**config.mk**
```make
export PLATFORM = sky130hd
export DESIGN_NAME = pmsc_top
export DESIGN_NICKNAME = d
export VERILOG_FILES = /design/src/rtl/pmsc_pkg.sv /design/src/rtl/pmsc_result_store.sv /design/src/rtl/pmsc_top.sv
export SDC_FILE = /design/constraint.sdc
export NUM_CORES = 2
export LEC_CHECK = 0
export BUFFER_PORTS_ARGS = -buffer_cell sky130_fd_sc_hd__buf_2
export CAP_MARGIN = 0
export CORE_ASPECT_RATIO = 1.1
export CORE_MARGIN = 2
export CORE_UTILIZATION = 50
export DETAILED_ROUTE_END_ITERATION = 12
export HOLD_SLACK_MARGIN = 0.02
export PLACE_DENSITY = 0.74
export SYNTH_ARGS = -nofsm -noshare
export SYNTH_HDL_FRONTEND = slang
export SYNTH_SLANG_ARGS = --single-unit
```
**constraint.sdc**
```tcl
create_clock -name clk_i -period 6.6 [get_ports clk_i]
set_input_delay 0.99 -clock clk_i [delete_from_list [all_inputs] [get_ports clk_i]]
set_output_delay 0.99 -clock clk_i [all_outputs]
set_load 0.05 [all_outputs]
```
**src/rtl/pmsc_pkg.sv**
```systemverilog
`default_nettype none
package pmsc_pkg;
    // ==========================================================
    // Commands, modes and timing
    // ==========================================================
    typedef enum logic [1:0] {
        PMSC_CMD_RESET_ACC,
        PMSC_CMD_KEEP_ACC,
        PMSC_CMD_BROADCAST
    } pmsc_cmd_e;

    localparam logic [6:0]  GENERAL_CALL_ADDR = 7'h00;
    localparam logic [1:0]  MODE_1024_SPS     = 2'h0;
    localparam logic [1:0]  MODE_256_SPS      = 2'h1;
    localparam logic [1:0]  MODE_64_SPS       = 2'h2;
    localparam logic [1:0]  MODE_8_SPS        = 2'h3;
    localparam int          CLK_MHZ           = 125;
    localparam int          SETTLE_US         = 1000;
    localparam int          CHAN_SETTLE_US    = 200;
    localparam int          START_DELAY_US    = 1000;
    localparam int          PWRUP_WAIT_MS     = 50;
    localparam int          SETTLE_CYC        = SETTLE_US * CLK_MHZ;
    localparam int          CHAN_SETTLE_CYC   = CHAN_SETTLE_US * CLK_MHZ;
    localparam int          START_DELAY_CYC   = START_DELAY_US * CLK_MHZ;
    localparam int          PWRUP_WAIT_CYC    = PWRUP_WAIT_MS * 1000 * CLK_MHZ;
    localparam int          BUS_MSB_USED      = 14;
    localparam logic        POR_FLAG_RESET    = 1'b1;
    localparam int          NUM_CHAN          = 4;
endpackage
`default_nettype wire

```
**src/rtl/pmsc_result_store.sv**
```systemverilog
`timescale 1ns/1ns
`default_nettype none
module pmsc_result_store (
    input  wire logic                       clk_i,
    input  wire logic                       rst_i,
    input  wire logic                       load_i,
    input  wire logic [pmsc_pkg::NUM_CHAN*16-1:0] bus_i,
    input  wire logic [pmsc_pkg::NUM_CHAN*16-1:0] sense_i,
    input  wire logic [pmsc_pkg::NUM_CHAN*30-1:0] power_i,
    output logic      [pmsc_pkg::NUM_CHAN*16-1:0] bus_o,
    output logic      [pmsc_pkg::NUM_CHAN*16-1:0] sense_o,
    output logic      [pmsc_pkg::NUM_CHAN*30-1:0] power_o
);
    // ==========================================================
    // Readable result copies, loaded as one block
    // ==========================================================
    always_ff @(posedge clk_i) begin
        if (rst_i) begin
            bus_o   <= '0;
            sense_o <= '0;
            power_o <= '0;
        end else if (load_i) begin
            bus_o   <= bus_i;
            sense_o <= sense_i;
            power_o <= power_i;
        end
    end
endmodule
`default_nettype wire

```
**src/rtl/pmsc_top.sv**
```systemverilog
`timescale 1ns/1ns
`default_nettype none
module pmsc_top #(
    parameter int SETTLE_CYC_P = pmsc_pkg::SETTLE_CYC,
    parameter int CHAN_CYC_P   = pmsc_pkg::CHAN_SETTLE_CYC,
    parameter int START_CYC_P  = pmsc_pkg::START_DELAY_CYC,
    parameter int PWRUP_CYC_P  = pmsc_pkg::PWRUP_WAIT_CYC
) (
    input  wire logic                 clk_i,
    input  wire logic                 rst_i,
    input  wire logic                 power_down_n_i,
    input  wire logic                 cmd_valid_i,
    input  wire logic [1:0]           cmd_i,
    input  wire logic [6:0]           cmd_addr_i,
    input  wire logic [6:0]           own_addr_i,
    input  wire logic [1:0]           mode_i,
    input  wire logic                 mode_sleep_i,
    input  wire logic                 single_shot_i,
    input  wire logic                 burst_fast_i,
    input  wire logic                 fast_mode_i,
    input  wire logic [3:0]           chan_en_i,
    input  wire logic                 bipolar_bus_i,
    input  wire logic                 bidir_sense_i,
    input  wire logic                 timeout_en_i,
    input  wire logic                 bus_idle_timeout_i,
    input  wire logic                 slow_pin_i,
    input  wire logic                 pin_is_alert_one_i,
    input  wire logic                 rise_en_i,
    input  wire logic                 fall_en_i,
    input  wire logic                 rise_keep_i,
    input  wire logic                 fall_keep_i,
    input  wire logic                 edge_clear_i,
    input  wire logic                 por_clear_i,
    input  wire logic                 cycle_done_i,
    input  wire logic [63:0]          bus_raw_i,
    input  wire logic [63:0]          sense_raw_i,
    output logic                      cmd_ack_o,
    output logic                      cmd_nack_o,
    output logic                      acc_clear_o,
    output logic                      ctrl_apply_o,
    output logic                      settling_o,
    output logic                      sleep_o,
    output logic                      powered_o,
    output logic                      ready_o,
    output logic                      por_flag_o,
    output logic [1:0]                rate_o,
    output logic                      sample_start_o,
    output logic                      pin_level_o,
    output logic                      pin_rose_o,
    output logic                      pin_fell_o,
    output logic                      timeout_o,
    output logic [63:0]               bus_voltage_result_o,
    output logic [63:0]               sense_voltage_result_o,
    output logic [119:0]              power_product_o
);
    // ==========================================================
    // Reset and power-down
    // ==========================================================
    logic pd_s1_q, pd_s2_q, sl_s1_q, sl_s2_q, sl_last_q;
    logic live_rst;
    always_ff @(posedge clk_i) begin
        if (rst_i) begin
            pd_s1_q <= 1'b0;
            pd_s2_q <= 1'b0;
            sl_s1_q <= 1'b0;
            sl_s2_q <= 1'b0;
        end else begin
            pd_s1_q <= power_down_n_i;
            pd_s2_q <= pd_s1_q;
            sl_s1_q <= slow_pin_i;
            sl_s2_q <= sl_s1_q;
        end
    end
    assign live_rst = rst_i | ~pd_s2_q;

    logic [31:0] pwr_cnt_q;
    always_ff @(posedge clk_i) begin
        if (live_rst) begin
            pwr_cnt_q <= '0;
            ready_o   <= 1'b0;
            powered_o <= 1'b0;
        end else begin
            powered_o <= 1'b1;
            if (pwr_cnt_q < PWRUP_CYC_P) begin
                pwr_cnt_q <= pwr_cnt_q + 32'h1;
            end else begin
                ready_o   <= 1'b1;
            end
        end
    end

    always_ff @(posedge clk_i) begin
        if (live_rst) begin
            por_flag_o <= pmsc_pkg::POR_FLAG_RESET;
        end else if (por_clear_i) begin
            por_flag_o <= 1'b0;
        end
    end

    // ==========================================================
    // Command decode and settling window
    // ==========================================================
    logic addr_hit, is_bcast, take_cmd, host_snap, pin_snap, pin_keep;
    logic rise, fall;
    logic [31:0] settle_q, settle_len;
    logic [2:0]  n_active;
    assign is_bcast = cmd_i == 2'(pmsc_pkg::PMSC_CMD_BROADCAST);
    assign addr_hit = (cmd_addr_i == own_addr_i) ||
                      (is_bcast && cmd_addr_i == pmsc_pkg::GENERAL_CALL_ADDR);
    assign take_cmd = cmd_valid_i && addr_hit && settle_q == 32'h0 && ready_o;
    assign host_snap = take_cmd;
    assign rise = sl_s2_q & ~sl_last_q;
    assign fall = ~sl_s2_q & sl_last_q;
    assign pin_snap = !pin_is_alert_one_i && ((rise && rise_en_i) || (fall && fall_en_i));
    assign pin_keep = rise ? rise_keep_i : fall_keep_i;
    assign n_active = 3'(chan_en_i[0]) + 3'(chan_en_i[1]) + 3'(chan_en_i[2]) + 3'(chan_en_i[3]);
    always_comb begin
        if (burst_fast_i && chan_en_i != 4'hf) begin
            settle_len = 32'(n_active) * 32'(CHAN_CYC_P);
            if (fast_mode_i) begin
                settle_len = settle_len + 32'(CHAN_CYC_P);
            end
        end else begin
            settle_len = 32'(SETTLE_CYC_P);
        end
    end

    always_ff @(posedge clk_i) begin
        if (live_rst) begin
            settle_q     <= '0;
            cmd_ack_o    <= 1'b0;
            cmd_nack_o   <= 1'b0;
            acc_clear_o  <= 1'b0;
            ctrl_apply_o <= 1'b0;
            settling_o   <= 1'b0;
        end else begin
            cmd_ack_o    <= take_cmd;
            cmd_nack_o   <= cmd_valid_i && addr_hit && !take_cmd;
            acc_clear_o  <= (host_snap && cmd_i != 2'(pmsc_pkg::PMSC_CMD_KEEP_ACC)) ||
                            (pin_snap && !pin_keep);
            ctrl_apply_o <= host_snap;
            if (host_snap || pin_snap) begin
                settle_q   <= settle_len;
                settling_o <= settle_len != 32'h0;
            end else if (settle_q != 32'h0) begin
                settle_q   <= settle_q - 32'h1;
                settling_o <= settle_q != 32'h1;
            end
        end
    end

    // ==========================================================
    // Atomic result capture
    // ==========================================================
    logic [63:0]  bus_done_q, sense_done_q;
    logic [119:0] pow_now;
    logic [119:0] pow_done_q;
    genvar g;
    generate
        for (g = 0; g < pmsc_pkg::NUM_CHAN; g++) begin : g_pow
            logic signed [16:0] sv;
            logic signed [14:0] bv;
            logic signed [31:0] pp;
            assign sv = bidir_sense_i ? {sense_raw_i[g*16+15], sense_raw_i[g*16+:16]}
                                      : {1'b0, sense_raw_i[g*16+:16]};
            assign bv = bipolar_bus_i ? {bus_raw_i[g*16+15], bus_raw_i[g*16+2+:14]}
                                      : {1'b0, bus_raw_i[g*16+2+:14]};
            assign pp = 32'(sv) * 32'(bv);
            assign pow_now[g*30+:30] = pp[29:0];
        end
    endgenerate
    always_ff @(posedge clk_i) begin
        if (live_rst) begin
            bus_done_q   <= '0;
            sense_done_q <= '0;
            pow_done_q   <= '0;
        end else if (cycle_done_i) begin
            bus_done_q   <= bus_raw_i;
            sense_done_q <= sense_raw_i;
            pow_done_q   <= pow_now;
        end
    end
    pmsc_result_store u_store (
        .clk_i   (clk_i),
        .rst_i   (live_rst),
        .load_i  (host_snap || pin_snap),
        .bus_i   (bus_done_q),
        .sense_i (sense_done_q),
        .power_i (pow_done_q),
        .bus_o   (bus_voltage_result_o),
        .sense_o (sense_voltage_result_o),
        .power_o (power_product_o)
    );

    // ==========================================================
    // Rate, sleep and slow pin
    // ==========================================================
    logic [1:0] mode_act_q;
    logic       sleep_act_q, slow_eff_q;
    logic [31:0] start_q;
    always_ff @(posedge clk_i) begin
        if (live_rst) begin
            mode_act_q  <= pmsc_pkg::MODE_1024_SPS;
            sleep_act_q <= 1'b0;
            slow_eff_q  <= 1'b0;
            rate_o      <= pmsc_pkg::MODE_1024_SPS;
            sleep_o     <= 1'b0;
            sl_last_q   <= 1'b0;
            pin_level_o <= 1'b0;
            pin_rose_o  <= 1'b0;
            pin_fell_o  <= 1'b0;
            timeout_o   <= 1'b0;
        end else begin
            sl_last_q   <= sl_s2_q;
            pin_level_o <= sl_s2_q;
            pin_rose_o  <= rise || (pin_rose_o && !edge_clear_i);
            pin_fell_o  <= fall || (pin_fell_o && !edge_clear_i);
            timeout_o   <= timeout_en_i && bus_idle_timeout_i;
            if (host_snap) begin
                mode_act_q  <= mode_i;
                sleep_act_q <= mode_sleep_i;
            end
            if (cycle_done_i) begin
                slow_eff_q <= sl_s2_q && !pin_is_alert_one_i;
            end
            rate_o  <= slow_eff_q ? pmsc_pkg::MODE_8_SPS : mode_act_q;
            sleep_o <= sleep_act_q || (!cycle_done_i &&
                       (rate_o != pmsc_pkg::MODE_1024_SPS || chan_en_i != 4'hf));
        end
    end

    always_ff @(posedge clk_i) begin
        if (live_rst) begin
            start_q        <= '0;
            sample_start_o <= 1'b0;
        end else begin
            sample_start_o <= start_q == 32'h1;
            if (rise && single_shot_i && !sleep_act_q && !pin_is_alert_one_i) begin
                start_q <= 32'(START_CYC_P);
            end else if (start_q != 32'h0) begin
                start_q <= start_q - 32'h1;
            end
        end
    end

    // ==========================================================
    // Checks
    // ==========================================================
    chk_nack_window: assert property (@(posedge clk_i) disable iff (live_rst)
        (cmd_valid_i && addr_hit && settle_q != 32'h0) |=> cmd_nack_o && !cmd_ack_o)
        else $error("command in window not refused");
    chk_keep_no_clear: assert property (@(posedge clk_i) disable iff (live_rst)
        (take_cmd && cmd_i == 2'(pmsc_pkg::PMSC_CMD_KEEP_ACC) && !pin_snap) |=> !acc_clear_o)
        else $error("keep snapshot cleared accumulators");
    chk_reset_clear: assert property (@(posedge clk_i) disable iff (live_rst)
        (take_cmd && cmd_i != 2'(pmsc_pkg::PMSC_CMD_KEEP_ACC)) |=> acc_clear_o)
        else $error("reset snapshot did not clear");
    chk_bcast_gc: assert property (@(posedge clk_i) disable iff (live_rst)
        (cmd_valid_i && is_bcast && cmd_addr_i == 7'h00 && settle_q == 0 && ready_o)
        |=> cmd_ack_o) else $error("general call broadcast not taken");
    chk_other_addr: assert property (@(posedge clk_i) disable iff (live_rst)
        (cmd_valid_i && cmd_addr_i != own_addr_i && cmd_addr_i != 7'h00) |=> !cmd_ack_o)
        else $error("foreign address taken");
    chk_alert_rate: assert property (@(posedge clk_i) disable iff (live_rst)
        pin_is_alert_one_i && $past(pin_is_alert_one_i) && cycle_done_i ##1 1 |=> !slow_eff_q)
        else $error("alert pin changed rate");
    chk_pin_limited: assert property (@(posedge clk_i) disable iff (live_rst)
        (pin_snap && !host_snap) |=> !ctrl_apply_o ##1 settling_o)
        else $error("pin snapshot applied control");
    chk_hold_result: assert property (@(posedge clk_i) disable iff (live_rst)
        (!host_snap && !pin_snap) |=> $stable(bus_voltage_result_o))
        else $error("readout moved without snapshot");
    chk_por_set: assert property (@(posedge clk_i)
        $fell(live_rst) |-> por_flag_o)
        else $error("power-on flag not set");
endmodule
`default_nettype wire
```
# Word-level counts from Yosys, hierarchy flattened
# Index checks and enable logic that the tools add are counted.
[classes] n_bitwise=6 mux=19 n_reduce_logical=42 multipliers=5 add_sub_neg=7 n_lt_le_gt_ge=1 n_eq_ne=6
[ops] op="17-bit by 15-bit multiplier with 30-bit output" count=4
[ops] op="17-bit two-way mux" count=6
[ops] op="32-bit two-way mux" count=3
[ops] op="32-bit nonzero test" count=3
[ops] op="32-bit by 1-bit subtractor with 32-bit output, second input constant" count=2
[ops] op="15-bit two-way mux" count=4
[ops] op="32-bit by 1-bit adder with 32-bit output, second input constant" count=1
[ops] op="32-bit by 1-bit == test with 1-bit output, second input constant" count=1
[ops] op="32-bit logical NOT" count=1
[ops] op="32-bit by 23-bit less-than comparator with 1-bit output, second input constant" count=1
[ops] op="32-bit by 1-bit != test with 1-bit output, second input constant" count=1
[ops] op="18-bit by 15-bit adder with 19-bit output, second input constant" count=1
[ops] op="1-bit logical AND" count=19
[ops] op="19-bit two-way mux" count=1
[ops] op="3-bit by 12-bit multiplier with 15-bit output, second input constant" count=1
[ops] op="1-bit logical OR" count=8
[ops] op="7-bit == test" count=1
[ops] op="7-bit logical NOT" count=1
[ops] op="1-bit logical NOT" count=6
[ops] op="2-bit nonzero test" count=3
[ops] op="1-bit two-way mux" count=4
[ops] op="4-bit != test, second input constant" count=1
[ops] op="2-bit by 1-bit adder with 3-bit output" count=1
[ops] op="3-bit by 1-bit adder with 3-bit output" count=1
[ops] op="8 further kinds" count=11
[totals] wordCells=117 inputBits=171 reg_bits=615 output_inout_bits=264

# Depth between registers and ports, before layout
[logic_depth] depth_word=9 ltp_mapped=25 depth_no_buf=23

# Modules after synthesis
# From an unflattened synthesis, not the netlist that was laid out.
[hier_totals] hier_cells=6469 hier_area_um2=59757.3
[modules_own_cells] mod="pmsc_top" area_each_um2=50838.8 cells_each=5669 instances=1 seq_area_each_um2=7347.0
[modules_own_cells] mod="pmsc_result_store" area_each_um2=8918.6 cells_each=800 instances=1 seq_area_each_um2=4964.8

# Worst setup path after synthesis
# Ideal clock, no wire load.
[synth_timing] path_kind="input -> register" from="in bus_raw_i[24]" to="reg pow_done_q[59]" setup_slack_ns=-0.274 n_path_buf=3 arrival_ns=6.741 path_stages=25 t_required_ns=6.467 setup_time_ns=0.133 cell_sequence="clkbuf_1 -> clkbuf_1 -> nand2_1 -> fa_1 -> inv_1 -> fa_1 -> inv_1 -> fa_1 -> inv_1 -> fa_1 -> inv_1 -> fa_1 -> fa_1 -> inv_1 -> ha_1 -> clkbuf_1 -> a21o_1 -> a31oi_1 -> o211ai_1 -> a21oi_1 -> o31ai_1 -> o41ai_1 -> o21ai_0 -> xnor2_1 -> a21oi_1"
[synth_via] elab_chain_len=2
[synth_rtl] item="from (decl)" line_no="pmsc_top.sv:35" source="input wire logic [63:0] bus_raw_i,"
[synth_rtl] item="15-bit two-way mux" line_no="pmsc_top.sv:166" source="assign bv = bipolar_bus_i ? {bus_raw_i[g*16+15], bus_raw_i[g*16+2+:14]}"
[synth_rtl] item="17-bit by 15-bit multiplier with 30-bit output" line_no="pmsc_top.sv:168" source="assign pp = 32'(sv) * 32'(bv);"
[synth_rtl] item="to (signal assigned)" line_no="pmsc_top.sv:180" source="pow_done_q <= pow_now;"
[synth_rtl] item="to (decl)" line_no="pmsc_top.sv:157" source="logic [119:0] pow_done_q;"
# No other way between the ends.
# A chain may end at the register's enable or synchronous reset.

# Worst setup path after layout
[layout_timing] from="in bidir_sense_i" to="reg pow_done_q[89]"
[layout_via] elab_chain_len=2
[layout_rtl] item="from (decl)" line_no="pmsc_top.sv:23" source="input wire logic bidir_sense_i,"
[layout_rtl] item="17-bit two-way mux" line_no="pmsc_top.sv:164" source="assign sv = bidir_sense_i ? {sense_raw_i[g*16+15], sense_raw_i[g*16+:16]}"
[layout_rtl] item="17-bit by 15-bit multiplier with 30-bit output" line_no="pmsc_top.sv:168"
# No other way between the ends.

==> flow_summary_export.csv <==
group,metric,value,unit
global_route,largest_net_degree_at_the_start_of_global_routing,172,
clocking,cts.path.max_buffers,3,
layout,post_route_cells_drive_above_1_share,15.20,%
route,detail_route.drc_violations,0,
clocking,clkLatencyLatePin,0.69,ns
timing,hold-worst-slack,0.4460,ns
layout,finish.utilization,58.28,%
logic_synthesis,synth.yosys.warnings,0,
critical_path,worst_path_largest_cell_delay,0.56,ns
global_route,overflow,0,
floorplan,core_area,0.1176,mm^2
place,gp_congestion,0.9237,
critical_path,cp_data_arrival_time,6.89,ns
route,dr_total_vias,47390,
logic_synthesis,syn_area,0.05916,mm^2
logic_synthesis,synthCells,6713,
global_route,grt_pass1_wl,256900,um
timing,worst_pin_slew,1.132,ns
critical_path,reg2reg_setup_slack,2.50,ns
critical_path,timing.critical_path.max_delay_family,"adder cells",
place,dpl.hpwl,125800,um
route,drt_pass1_iterations,6,
floorplan,core.rowCount,132,
critical_path,path_common_cell,"fa_1",
route,drt-total-wl,158000,um
floorplan,dieHeight,364.8,um
clocking,holdBufCountCts,0,
timing,fin_ws,0.2405,ns
layout,layout.cells.most_common,"nand2_1",
critical_path,path_class,"in -> reg",
clocking,cts_tree,"built",
logic_synthesis,syn-mean-instance-area,8.812,um^2
clocking,clk_pin_slew_worst_setup_hold_paths,0.06,ns
timing,setup_viol,0,
place,port_buffers,434,
logic_synthesis,ys_async_sr_fraction,0,%
timing,finalCritPeriodShare,96.36,%
critical_path,cpMaxStageDelayCell,"fa_1",
clocking,cts-buffers-inserted,72,
logic_synthesis,synth.distinct_cells,74,
layout,nNetsFinal,8864,
timing,setup_clock_skew_after_layout,0.03102,ns
global_route,grt_pass1_vias,49370,
critical_path,worst_setup_path_start_kind,"input port",
flow_run,timing.max_cap.violations,0,
logic_synthesis,yosys-mux-area-fraction,3.488,%
logic_synthesis,synth_top_family_by_area,"adder cells",
route,drtIter0Drc,2939,
global_route,groute.usage.overall,26.48,%
logic_synthesis,postSynthNetCount,8171,
route,detail-route-antenna-nets,0,
timing,period_minus_slack,6.359,ns
clocking,cts.sink_count,615,
logic_synthesis,synth_simple_gate_area_share,16.98,%
critical_path,cp.buffers_inverters,8,
route,drt-vias-per-instance,5.264,
clocking,htree_levels,3,
logic_synthesis,postSynth.topFlopCell,"dfxtp_1",
floorplan,die_w,332.0,um
logic_synthesis,synth-seq-area-share,20.81,%
critical_path,crit_fanout,7,
route,avgRoutedWirePerCell,17.55,um
logic_synthesis,ys_ff_latch,615,
layout,final_cell_mix,"nand2_1, inv_1, fa_1, dfxtp_1, buf_4",
place,placement_setup_slack,-0.5422,ns
logic_synthesis,synth-xor-area-share,3.198,%
global_route,antenna_violations_before_repair,9,
logic_synthesis,synth-compound-area-share,6.565,%
floorplan,start_util,50.31,%
layout,layout-area-overhead-vs-synth,15.85,%
timing,hold_viol,0,
hold_path,hold_class,"reg -> reg",
timing,timing.slew.headroom,23.45,%
clocking,root_buffer,"clkbuf_16",
status,run_status,"finished, final reports clean",
logic_synthesis,synth_enable_flop_cells,0,
timing,drv_slew,0,
layout,n_fill_cell,10220,
logic_synthesis,post_synthesis_adder_cell_area_fraction,39.24,%
critical_path,crit_path_end_kind,"flip-flop",
floorplan,top_level_ports,435,
floorplan,dieArea,0.1211,mm^2
timing,max_clock_freq,157.2,MHz
critical_path,crit_required,7.13,ns
## Yosys cell counts, drive strengths merged, types with 2 or more instances
| cell type | instances | area share, % |
|---|---|---|
| o31a | 3 | 0.044 |
| or3 | 23 | 0.24 |
| a21oi | 383 | 3.2 |
| inv | 1143 | 7.3 |
| dfxtp | 615 | 21 |
| mux2i | 205 | 3.5 |
| nand3b | 6 | 0.076 |
| a21o | 45 | 0.57 |
| a31oi | 19 | 0.20 |
| nor4 | 16 | 0.21 |
| a211o | 9 | 0.13 |
| nor3 | 45 | 0.40 |
| nand4b | 3 | 0.044 |
| ha | 340 | 7.2 |
| a32oi | 2 | 0.030 |
| nand2 | 1175 | 7.5 |
| fa | 947 | 32 |
| nand4 | 19 | 0.20 |
| o21ai | 81 | 0.69 |
| nor3b | 2 | 0.025 |
| nor4b | 3 | 0.066 |
| xnor2 | 156 | 2.3 |
| buf | 50 | 0.66 |
| o21a | 17 | 0.22 |
| xor2 | 60 | 0.89 |
| a311oi | 5 | 0.074 |
| o2111ai | 4 | 0.059 |
| nor2 | 430 | 2.7 |
| nand3 | 49 | 0.41 |
| and2 | 369 | 3.9 |
| or4b | 2 | 0.034 |
| o41ai | 6 | 0.089 |
| o22ai | 8 | 0.085 |
| and4 | 4 | 0.059 |
| and3 | 33 | 0.35 |
| nand2b | 12 | 0.13 |
| a22oi | 7 | 0.089 |
| a211oi | 37 | 0.47 |
| or2 | 27 | 0.29 |
| o31ai | 9 | 0.11 |
| o211ai | 8 | 0.10 |
| nor2b | 19 | 0.20 |
| or4 | 9 | 0.13 |
| o21bai | 9 | 0.11 |
| clkbuf | 283 | 1.8 |
## cell families after synthesis
family | Yosys count
mux | 206
buf+inv | 1477
flops | 615
fa+ha+maj | 1287
compound gates | 665
xor+xnor | 216
simple gates | 2247
## sequential cells by signal, summed over array words and instances, names as in the netlist, 2 cells and up
name	flops
bus_done_q	64
pwr_cnt_q	32
settle_q	32
start_q	32
mode_act_q	2
sense_done_q	64
u_store.bus_o	64
u_store.power_o	120
u_store.sense_o	64
rate_o	2
pow_done_q	120
## stage by stage
stage	instance area (um^2)	setup TNS (ns)	cells
finish	68540	0	9004
global route	68530	-0.01035	9001
CTS	68480	0	8998
detailed placement	66030	-12.74	8871
global placement	66030	-9.225	8871
floorplan	59230	-0.01477	6713
## layout make-up
class	instances	area, um^2	area share, %
Antenna cell	4	10.01	0.01460
Inverter	1144	4294	6.265
Clock buffer	89	1998	2.915
Multi-Input combinational cell	4621	41180	60.08
Timing Repair Buffer	952	6365	9.287
Sequential cell	615	12310	17.96
Clock inverter	38	450.4	0.6572
Tap cell	1541	1928	2.813
## per-layer routing
| metal | up-vias | part of all wire [%] | wire length, um | global-route usage [%] |
|---|---|---|---|---|
| li1 | 21900 | - | - | - |
| met2 | 1494 | 49 | 76750 | 45.07 |
| met5 | - | 0.033 | 52 | 0 |
| met1 | 23640 | 40 | 63610 | 33.26 |
| met3 | 350 | 6.7 | 10630 | 4.441 |
| met4 | 8 | 4.4 | 6978 | 11.64 |
## repair_timing
action                                  4_1_cts  5_1_grt
endpoints found under the hold margin         0        0
setup buffers                                 0        2
resized for setup                             0       11
endpoints found under the setup margin        0       12
## tightest hold or removal path, stage by stage, from the launching register on
cell	delay [ns]
dfxtp_1	0.30
nand2_1	0.05
a21oi_1	0.05
## worst paths after layout
| kind | startpoint | to | cells after the start |
|---|---|---|---|
| setup reg to reg | settle_q[0] | settle_q[13] | 12 |
| setup / recovery | bidir_sense_i | pow_done_q[89] | 26 |
| hold / removal | u_store.bus_o[27] | u_store.bus_o[27] | 2 |
| hold reg to reg | u_store.bus_o[27] | u_store.bus_o[27] | 2 |
Power is left out: the tool's default activity adds up to more than one toggle a clock period on the data nets, which glitch-free logic cannot reach.
